**config.mk**
```make
export PLATFORM = sky130hd
export DESIGN_NAME = stp_timer
export DESIGN_NICKNAME = d
export VERILOG_FILES = /design/src/stp_timer.v
export VERILOG_INCLUDE_DIRS = /design/src
export SDC_FILE = /design/constraint.sdc
export NUM_CORES = 1
export LEC_CHECK = 0
export ABC_AREA = 1
export BUFFER_PORTS_ARGS = -buffer_cell sky130_fd_sc_hd__buf_2
export CELL_PAD_IN_SITES_DETAIL_PLACEMENT = 0
export CELL_PAD_IN_SITES_GLOBAL_PLACEMENT = 2
export CORE_ASPECT_RATIO = 0.9
export CORE_MARGIN = 2
export CORE_UTILIZATION = 30
export CTS_CLUSTER_SIZE = 14
export DETAILED_ROUTE_END_ITERATION = 12
export PLACE_DENSITY = 0.94
export SLEW_MARGIN = 10
export SYNTH_ARGS = -nofsm -noshare
export SYNTH_HDL_FRONTEND = slang
export SYNTH_SLANG_ARGS = --single-unit
export TNS_END_PERCENT = 50
```
**constraint.sdc**
```tcl
create_clock -name clk_i -period 4.1 [get_ports clk_i]
set_clock_uncertainty 0.1 [all_clocks]
set_input_delay 0.41 -clock clk_i [delete_from_list [all_inputs] [get_ports clk_i]]
set_output_delay 0.41 -clock clk_i [all_outputs]
set_load 0.01 [all_outputs]
```
**src/stp_map.vh**
```
// Constants for the 16-bit standard timer: PWM, single pulse and capture modes
// What this block does
// - Swap low: period match clears counter; period value*256 or 65536; duty is A.
// - Duty at or above period gives a 100% duty output.
// - Swap high: A match clears counter; duty is period value*256 or 65536.
// - PWM generation keeps running while the output is forced inactive or active.
// - Clear-source select is ignored in PWM; only swap chooses the clear.
// - Single pulse: trigger input active edge sets counter enable automatically.
// - Single pulse: enable rising starts counter and drives pulse leading edge.
// - Single pulse: enable clear or A match ends pulse; width is A+2 clocks with a tick every clock.
// - Single pulse: comparator A match raises the timer interrupt request.
// - Single pulse: counter zeroed only on enable rise; period, clear, swap ignored.
// - Capture: counting starts when software raises the counter enable.
// - Capture: selected edge on either input copies counter to A, raises interrupt.
// - Capture: counter free-runs regardless of pins until enable falls.
// - Capture: period match zeroes counter, raises interrupt; zero period is full range.
// - Capture: edge field 11 disables capture while counter keeps running.
// - Capture: no output; initial level, invert, clear and swap bits ignored.
// - Edge field: 00 rising, 01 falling, 10 both, 11 disabled.
// - Enable rise zeroes counter; enable fall holds residual count.
// - PWM: initial-level bit picks active level, invert bit inverts output.
`ifndef STP_MAP_VH
`define STP_MAP_VH
`define STP_MODE_CMP     2'h0
`define STP_MODE_CAPTURE 2'h1
`define STP_MODE_PWM     2'h2
`define STP_MODE_TIMER   2'h3
`define STP_IO_INACTIVE  2'h0
`define STP_IO_ACTIVE    2'h1
`define STP_IO_PWM       2'h2
`define STP_IO_SINGLE    2'h3
`define STP_EDGE_RISE    2'h0
`define STP_EDGE_FALL    2'h1
`define STP_EDGE_BOTH    2'h2
`define STP_EDGE_OFF     2'h3
`define STP_CNT_RST      16'h0000
`define STP_PERIOD_LSB   8
`endif

```
**src/stp_timer.v**
```verilog
// Standard timer core covering PWM, single pulse and capture input modes
`timescale 1ns/100ps
`include "stp_map.vh"

module stp_timer (
  input  wire        clk_i,
  input  wire        rst_i,
  input  wire        ce_i,
  input  wire        tick_i,
  input  wire        mode_select_hi_i,
  input  wire        mode_select_lo_i,
  input  wire        output_function_hi_i,
  input  wire        output_function_lo_i,
  input  wire        initial_level_select_i,
  input  wire        output_invert_i,
  input  wire        clear_source_select_i,
  input  wire        duty_period_swap_i,
  input  wire        enable_set_i,
  input  wire        enable_clr_i,
  input  wire [7:0]  period_compare_value_i,
  input  wire [15:0] compare_value_a_i,
  input  wire        compare_a_wr_i,
  input  wire        external_trigger_input_i,
  input  wire        trigger_falling_i,
  input  wire        capture_input_0_i,
  input  wire        capture_input_1_i,
  output wire        counter_enable_bit_o,
  output wire [15:0] counter_o,
  output wire [15:0] compare_value_a_o,
  output wire        timer_out_o,
  output wire        irq_a_o,
  output wire        irq_p_o
);

  reg        en_ff;
  reg        en_d_ff;
  reg [15:0] cnt_ff;
  reg [15:0] cca_ff;
  reg        wave_ff;
  reg        irq_a_ff;
  reg        irq_p_ff;
  reg        trig_d_ff;
  reg        cap0_d_ff;
  reg        cap1_d_ff;

  wire [1:0] mode = {mode_select_hi_i, mode_select_lo_i};
  wire [1:0] iof  = {output_function_hi_i, output_function_lo_i};
  wire       pwm_mode = (mode == `STP_MODE_PWM) && (iof != `STP_IO_SINGLE);
  wire       sp_mode  = (mode == `STP_MODE_PWM) && (iof == `STP_IO_SINGLE);
  wire       cap_mode = (mode == `STP_MODE_CAPTURE);

  // Edge check shared by trigger and both capture pins
  function edge_hit;
    input [1:0] sel;
    input       prev;
    input       cur;
    begin
      case (sel)
        `STP_EDGE_RISE: edge_hit = ~prev & cur;
        `STP_EDGE_FALL: edge_hit = prev & ~cur;
        `STP_EDGE_BOTH: edge_hit = prev ^ cur;
        default:        edge_hit = 1'b0;
      endcase
    end
  endfunction

  // Period length in timer clocks; zero means full 65536 range
  function [16:0] period_len;
    input [7:0] p;
    begin
      period_len = (p == 8'h00) ? 17'h10000 : {1'b0, p, 8'h00};
    end
  endfunction

  wire [16:0] cnt_next1  = {1'b0, cnt_ff} + 17'h00001;
  // Match on the last count of the period so the clear makes it exactly P*256 long, or 65536 when P is zero
  wire        p_match    = ({1'b0, cnt_ff} == (period_len(period_compare_value_i) - 17'h00001));
  wire        a_match    = (cnt_ff == cca_ff);
  wire        en_rise    = en_ff & ~en_d_ff;
  wire        trig_edge  = edge_hit(trigger_falling_i ? `STP_EDGE_FALL : `STP_EDGE_RISE,
                                    trig_d_ff, external_trigger_input_i);
  wire        cap_edge   = edge_hit(iof, cap0_d_ff, capture_input_0_i) |
                           edge_hit(iof, cap1_d_ff, capture_input_1_i);
  wire        run        = en_ff & ~en_rise & tick_i;

  // PWM clear source depends only on the swap bit
  wire        pwm_clear  = duty_period_swap_i ? a_match : p_match;

  // Duty comparison against the count one behind the tick being shown
  wire [16:0] duty_len   = duty_period_swap_i ? period_len(period_compare_value_i) :
                           {1'b0, cca_ff};
  wire [16:0] per_len    = duty_period_swap_i ? ({1'b0, cca_ff} + 17'h00001) :
                           period_len(period_compare_value_i);
  wire        duty_full  = (duty_len >= per_len);
  wire        pwm_active = duty_full | ({1'b0, cnt_ff} < duty_len);

  reg         nxt_en;
  reg  [15:0] nxt_cnt;
  reg  [15:0] nxt_cca;
  reg         nxt_irq_a;
  reg         nxt_irq_p;

  always @* begin
    nxt_en    = en_ff;
    nxt_cnt   = cnt_ff;
    nxt_cca   = compare_a_wr_i ? compare_value_a_i : cca_ff;
    nxt_irq_a = 1'b0;
    nxt_irq_p = 1'b0;
    if (enable_set_i)
      nxt_en = 1'b1;
    else if (enable_clr_i)
      nxt_en = 1'b0;
    if (sp_mode && trig_edge)
      nxt_en = 1'b1;
    if (en_rise) begin
      nxt_cnt = `STP_CNT_RST;
    end else if (run) begin
      nxt_cnt = cnt_next1[15:0];
      if (pwm_mode) begin
        if (pwm_clear)
          nxt_cnt = `STP_CNT_RST;
        nxt_irq_a = a_match;
        nxt_irq_p = p_match;
      end else if (sp_mode) begin
        if (a_match) begin
          nxt_cnt   = cnt_ff; // Counter stops on the A match
          nxt_en    = 1'b0;
          nxt_irq_a = 1'b1;
        end
      end else if (cap_mode) begin
        if (p_match) begin
          nxt_cnt   = `STP_CNT_RST;
          nxt_irq_p = 1'b1;
        end
      end
    end
    if (cap_mode && en_ff && cap_edge) begin
      nxt_cca   = cnt_ff;
      nxt_irq_a = 1'b1;
    end
  end

  // Wave level before active-level and invert shaping
  reg nxt_wave;
  always @* begin
    nxt_wave = 1'b0;
    if (pwm_mode) begin
      case (iof)
        `STP_IO_INACTIVE: nxt_wave = 1'b0;
        `STP_IO_ACTIVE:   nxt_wave = 1'b1;
        default:          nxt_wave = en_ff & pwm_active;
      endcase
    end else if (sp_mode) begin
      nxt_wave = nxt_en;
    end
  end

  always @(posedge clk_i) begin
    if (rst_i) begin
      en_ff     <= 1'b0;
      en_d_ff   <= 1'b0;
      cnt_ff    <= `STP_CNT_RST;
      cca_ff    <= 16'h0000;
      wave_ff   <= 1'b0;
      irq_a_ff  <= 1'b0;
      irq_p_ff  <= 1'b0;
      trig_d_ff <= 1'b0;
      cap0_d_ff <= 1'b0;
      cap1_d_ff <= 1'b0;
    end else if (ce_i) begin
      en_ff     <= nxt_en;
      en_d_ff   <= en_ff;
      cnt_ff    <= nxt_cnt;
      cca_ff    <= nxt_cca;
      wave_ff   <= nxt_wave;
      irq_a_ff  <= nxt_irq_a;
      irq_p_ff  <= nxt_irq_p;
      trig_d_ff <= external_trigger_input_i;
      cap0_d_ff <= capture_input_0_i;
      cap1_d_ff <= capture_input_1_i;
    end
  end

  // Capture mode has no output; level and invert bits shape the output in every other mode
  assign timer_out_o = cap_mode ? 1'b0 :
                       ((wave_ff ~^ initial_level_select_i) ^ output_invert_i);
  assign counter_enable_bit_o = en_ff;
  assign counter_o            = cnt_ff;
  assign compare_value_a_o    = cca_ff;
  assign irq_a_o              = irq_a_ff;
  assign irq_p_o              = irq_p_ff;

endmodule // stp_timer

```
== Word level (Yosys, flattened, before mapping) ==
Index checks and enable logic that the tools add are counted.
Widths: inputs -> output; s select.

* Add/sub/neg operators: 3
* Magnitude comparators: 2
* Equality and inequality tests: 11
* Muxes and demuxes: 42
* Bitwise gates (word level): 25
* Reduce and logical (&&, ||, !) cells: 12

{| class="wikitable"
|+ Operators with widths
! operator !! number
|-
| $mux 16 || 10
|-
| $mux 17 || 3
|-
| $mux 1 || 25
|-
| $add 16x1->17 const B || 1
|-
| $eq 16x17->1 || 1
|-
| $ge 17x17->1 || 1
|-
| $lt 16x17->1 || 1
|-
| $sub 17x1->17 const B || 1
|-
| $add 16x1->16 const B || 1
|-
| $eq 16x16->1 || 1
|-
| $and 1x1->1 || 10
|-
| $pmux 1 s3 || 3
|-
| $logic_not 8->1 || 1
|-
| $not 1->1 || 8
|-
| $eq 2x2->1 const B || 3
|-
| $logic_and 1x1->1 || 5
|-
| $eq 2x1->1 const B || 2
|-
| $logic_not 2->1 || 2
|-
| $ne 4x3->1 const B || 1
|-
| $reduce_bool 2->1 || 2
|-
| $xor 1x1->1 || 4
|-
| $reduce_and 3->1 || 1
|-
| $eq 1x2->1 const B || 1
|-
| $ne 2x2->1 const B || 1
|-
| other kinds (5) || 6
|}

* Register bits: 40
* Input bits: 43
* Output and inout bits: 36
* Logic and storage cells: 105

== Logic depth before layout (Yosys ltp) ==
* Depth after elaboration: 12
* Mapped depth: 25
* Gate-level depth less buffers: 25

== Worst setup path after synthesis ==
Ideal clock, no wire load.

* Kind: register to register
* From: register cca_ff[1], in the netlist compare_value_a_o[1]
* To: register wave_ff
* Setup time: 0.119 ns
* Arrival time: 2.844 ns
* Required time: 3.881 ns
* Slack: 1.037 ns
* Stages on the path, launching flop included: 24
* Buffers on the path: 0
* Clock period less this slack: 3.063 ns
* Path through: dfxtp_1 -> ha_1 -> nand2_1 -> nor2_2 -> nand2_1 -> nor4_2 -> nand2_1 -> nor2_1 -> nand2_1 -> nor2_2 -> nand2_1 -> nand2_1 -> nand3_1 -> a21boi_1 -> ha_1 -> a21oi_1 -> o21ai_0 -> a211oi_1 -> o21a_1 -> nand3_1 -> nand2_1 -> nand2_1 -> nand2_1 -> a21oi_1

* Word-level cells in the longest chain between the ends: 8
* Elaborated cells on any way between the ends: 16
* Classes of those cells: 1 x add/sub; 2 x order compare; 1 x eq/ne; 10 x mux; 2 x bitwise

{| class="wikitable"
|+ RTL lines
! what !! RTL line !! source
|-
| start, declared || stp_timer.v:38 || <nowiki>reg [15:0] cca_ff;</nowiki>
|-
| start signal, assigned || stp_timer.v:174 || <nowiki>cca_ff <= nxt_cca;</nowiki>
|-
| parallel branches: the longest is 7 deep, another holds $add 16x1->17 || - ||
|-
| $mux 1 * || stp_timer.v:147 || <nowiki>if (pwm_mode) begin</nowiki>
|-
| end signal, assigned || stp_timer.v:175 || <nowiki>wave_ff <= nxt_wave;</nowiki>
|-
| end, declared || stp_timer.v:39 || <nowiki>reg wave_ff;</nowiki>
|}

Mark *: on every way between the ends.
A chain may end at the register's enable or synchronous reset.

== Final worst setup path ==
Same ends and word-level chain as after synthesis.

==> run summary <==
initial antenna violation count: 0
CTS root buffer: clkbuf_16
GR Overflow Total: 0
routing usage on met2: 0.296
fraction of layout cells with a size suffix above 1: 0.178
flops & latches, synth: 40
Post CTS Setup Buffer Count: 0
vias in the first global route: 4,086
Die X: 125 um
max_cap viols: 0
pin count of the biggest net entering global routing: 33
Req. time, crit path: 4170 ps
Pint: 0.000734 W
warnings from Yosys: 0
Initial Utilization: 0.310
Placer Congestion: 0.850
DRC viols: 0
Vias/cell: 4.91
global-route wire length before repair: 20,400 um
pre-CTS WS: 548 ps
Fmax: 280 MHz
Final Hold Slack: 306 ps
Initial DRT Pass Iterations: 5
met1 Usage GRT: 0.239
Final setup viols: 0
Crit Path Class: register to register
switching power: 0.000359 W
Bufs on Longest Clock Path: 2
worst slew pin tran: 753 ps
clock network power share: 0.351
post-layout util: 0.360
final worst setup slack: 528 ps
initial DRC count: 301
Slew HR: 0.498
status: finished, final reports clean
Tcrit/Tclk final: 0.871
Pins Over Slew Limit: 0
Clock Sinks: 40
arrival time at the worst endpoint: 3640 ps
Gate power share: 0.257
post-route cell area: 4600 sq um
Die ar.: 14,100 sq um
Post-DRT Antenna Nets: 0
worst reg2reg setup slack: 530 ps
Seq/Total Area, Yosys: 0.202
CTS tree: done
Worst VDD drop: 138 uV
Async SR Flop Fraction: 0
Clock Latency Late Sink: 290 ps
clock slew seen by the registers of the worst setup and hold paths: 60 ps
Post-Syn Nets: 704
setup TNS: 0 ps
Buffers on Ports: 77
cts repair resizes: 0
distinct cell type count after synthesis: 39
Post-synth EDFFs: 0
top_reg_cell synth: dfxtp_1
gr usage total: 0.177
Synth Cell Area: 3960 sq um
final wirelength: 12,400 um
drt wl/cell: 14.5 um
Net Sw Frac: 0.328
startpoint type of the worst setup path: register
worst-path maximum fanout: 7
GRT busiest layer: met2
Hold-fix buffers, CTS: 0
RSZ-0062 raised after global routing: false
Core ar.: 12,800 sq um
synth-to-layout area growth: 16.3%
PD cells: 237 nW/um^2
crit path capture type: register
hold violation total from the final report: 0
# rows: 39
total number of vias: 4,196
GRT met3 Usage: 0.0298
Leak: 2.17 nW
mean post-synth cell area: 6.31 sq um
Num CTS Buffers: 5
HPWL Detailed: 9930 um
Worst Hold Class: input port to register
CTS HTree Levels: 2
placed inst area: 4470 sq um
minimum clock period: 3570 ps
Layout Nets: 767
number of diodes: 0
Top Ports: 79
Die Y: 113 um
Seq pwr share: 0.393
Syn Inst Count: 627
==> synthesized netlist by cell type (3+ instances only) <==
cell | n | area, sq um
a211oi_1 | 3 | 22.5
a21oi_1 | 54 | 270
a22oi_1 | 5 | 37.5
buf_2 | 13 | 65.1
clkbuf_1 | 9 | 33.8
dfxtp_1 | 40 | 801
ha_1 | 34 | 425
inv_1 | 78 | 293
inv_2 | 12 | 45.0
nand2_1 | 141 | 529
nand3_1 | 24 | 120
nand3_2 | 4 | 40.0
nand4_1 | 20 | 125
nor2_1 | 46 | 173
nor2_2 | 8 | 50.1
nor3_1 | 10 | 50.1
o21ai_0 | 59 | 295
xnor2_1 | 16 | 140
xor2_1 | 24 | 210
==> through the flow <==
step	power, W	instances
CTS	0.00110	854
global route	0.00117	854
detailed placement	0.000718	847
finish	0.00109	854
global placement	0.000714	847
floorplan	0.000620	627
==> registers in the layout, indices dropped and copies added, names as in the netlist <==
signal                count
wave_ff                   1
irq_a_o                   1
counter_enable_bit_o      1
cap1_d_ff                 1
counter_o                16
en_d_ff                   1
compare_value_a_o        16
trig_d_ff                 1
cap0_d_ff                 1
irq_p_o                   1
==> placed cells by master (no fill, tap or decap), types with 24 or more instances in the layout <==
cell	count
o21ai_0	59
buf_2	77
nor2_1	46
dfxtp_1	40
ha_1	34
xor2_1	24
nand3_1	24
a21oi_1	54
nand2_1	141
inv_1	78
==> path summary, 6_finish.rpt <==
kind / startpoint / end / cells past startpoint
worst min register to register: irq_a_o / irq_a_o / 2
worst min-delay path: capture_input_1_i / cap1_d_ff / 3
worst max register to register: compare_value_a_o[1] / wave_ff / 22
worst max-delay path: compare_value_a_o[1] / wave_ff / 22
==> routing by layer <==
| layer | vias to the layer above | wire length, um |
|---|---|---|
| met3 | 11 | 529 |
| met2 | 98 | 5690 |
| met4 | 0 | 200 |
| met5 | - | 0 |
| li1 | 2169 | - |
| met1 | 1918 | 6010 |
==> power by group through the flow <==
stage | logic [W] | clock network, W | registers, W
floorplan | 0.000183 | 0 | 0.000436
global placement | 0.000277 | 0 | 0.000437
detailed placement | 0.000280 | 0 | 0.000438
CTS | 0.000282 | 0.000391 | 0.000429
global route | 0.000322 | 0.000411 | 0.000433
finish | 0.000281 | 0.000383 | 0.000429
==> area by class of cell <==
class	count	area, sq um
timing repair buffer	81	415
tap	164	205
clock inverter	2	12.5
multi-input combinational	472	2710
inverter	90	338
clock buffer	5	125
sequential	40	801
fill	1418	8180
==> cell families after synthesis <==
family / synth area share
flip-flops: 0.202
XOR/XNOR: 0.0885
AO/OA/AOI/OAI: 0.176
AND/OR/NAND/NOR: 0.310
adder cells (fa/ha/maj): 0.107
buffers and inverters: 0.115
==> critical path, stage by stage, from the launching register on <==
cell,delay (ps)
dfxtp_1,440
ha_1,210
nand2_1,110
nor2_2,130
nand2_1,80
nor4_2,190
nand2_1,110
nor2_1,130
nand2_1,90
nor2_2,140
nand3_1,120
nand3_1,100
a21boi_1,160
ha_1,270
a21oi_1,140
o21ai_0,90
a211oi_1,280
o21a_1,170
nand3_1,140
nand2_1,90
nand2_1,50
nand2_1,50
a21oi_1,50
Note: power is estimated with default switching activity, not from simulation.
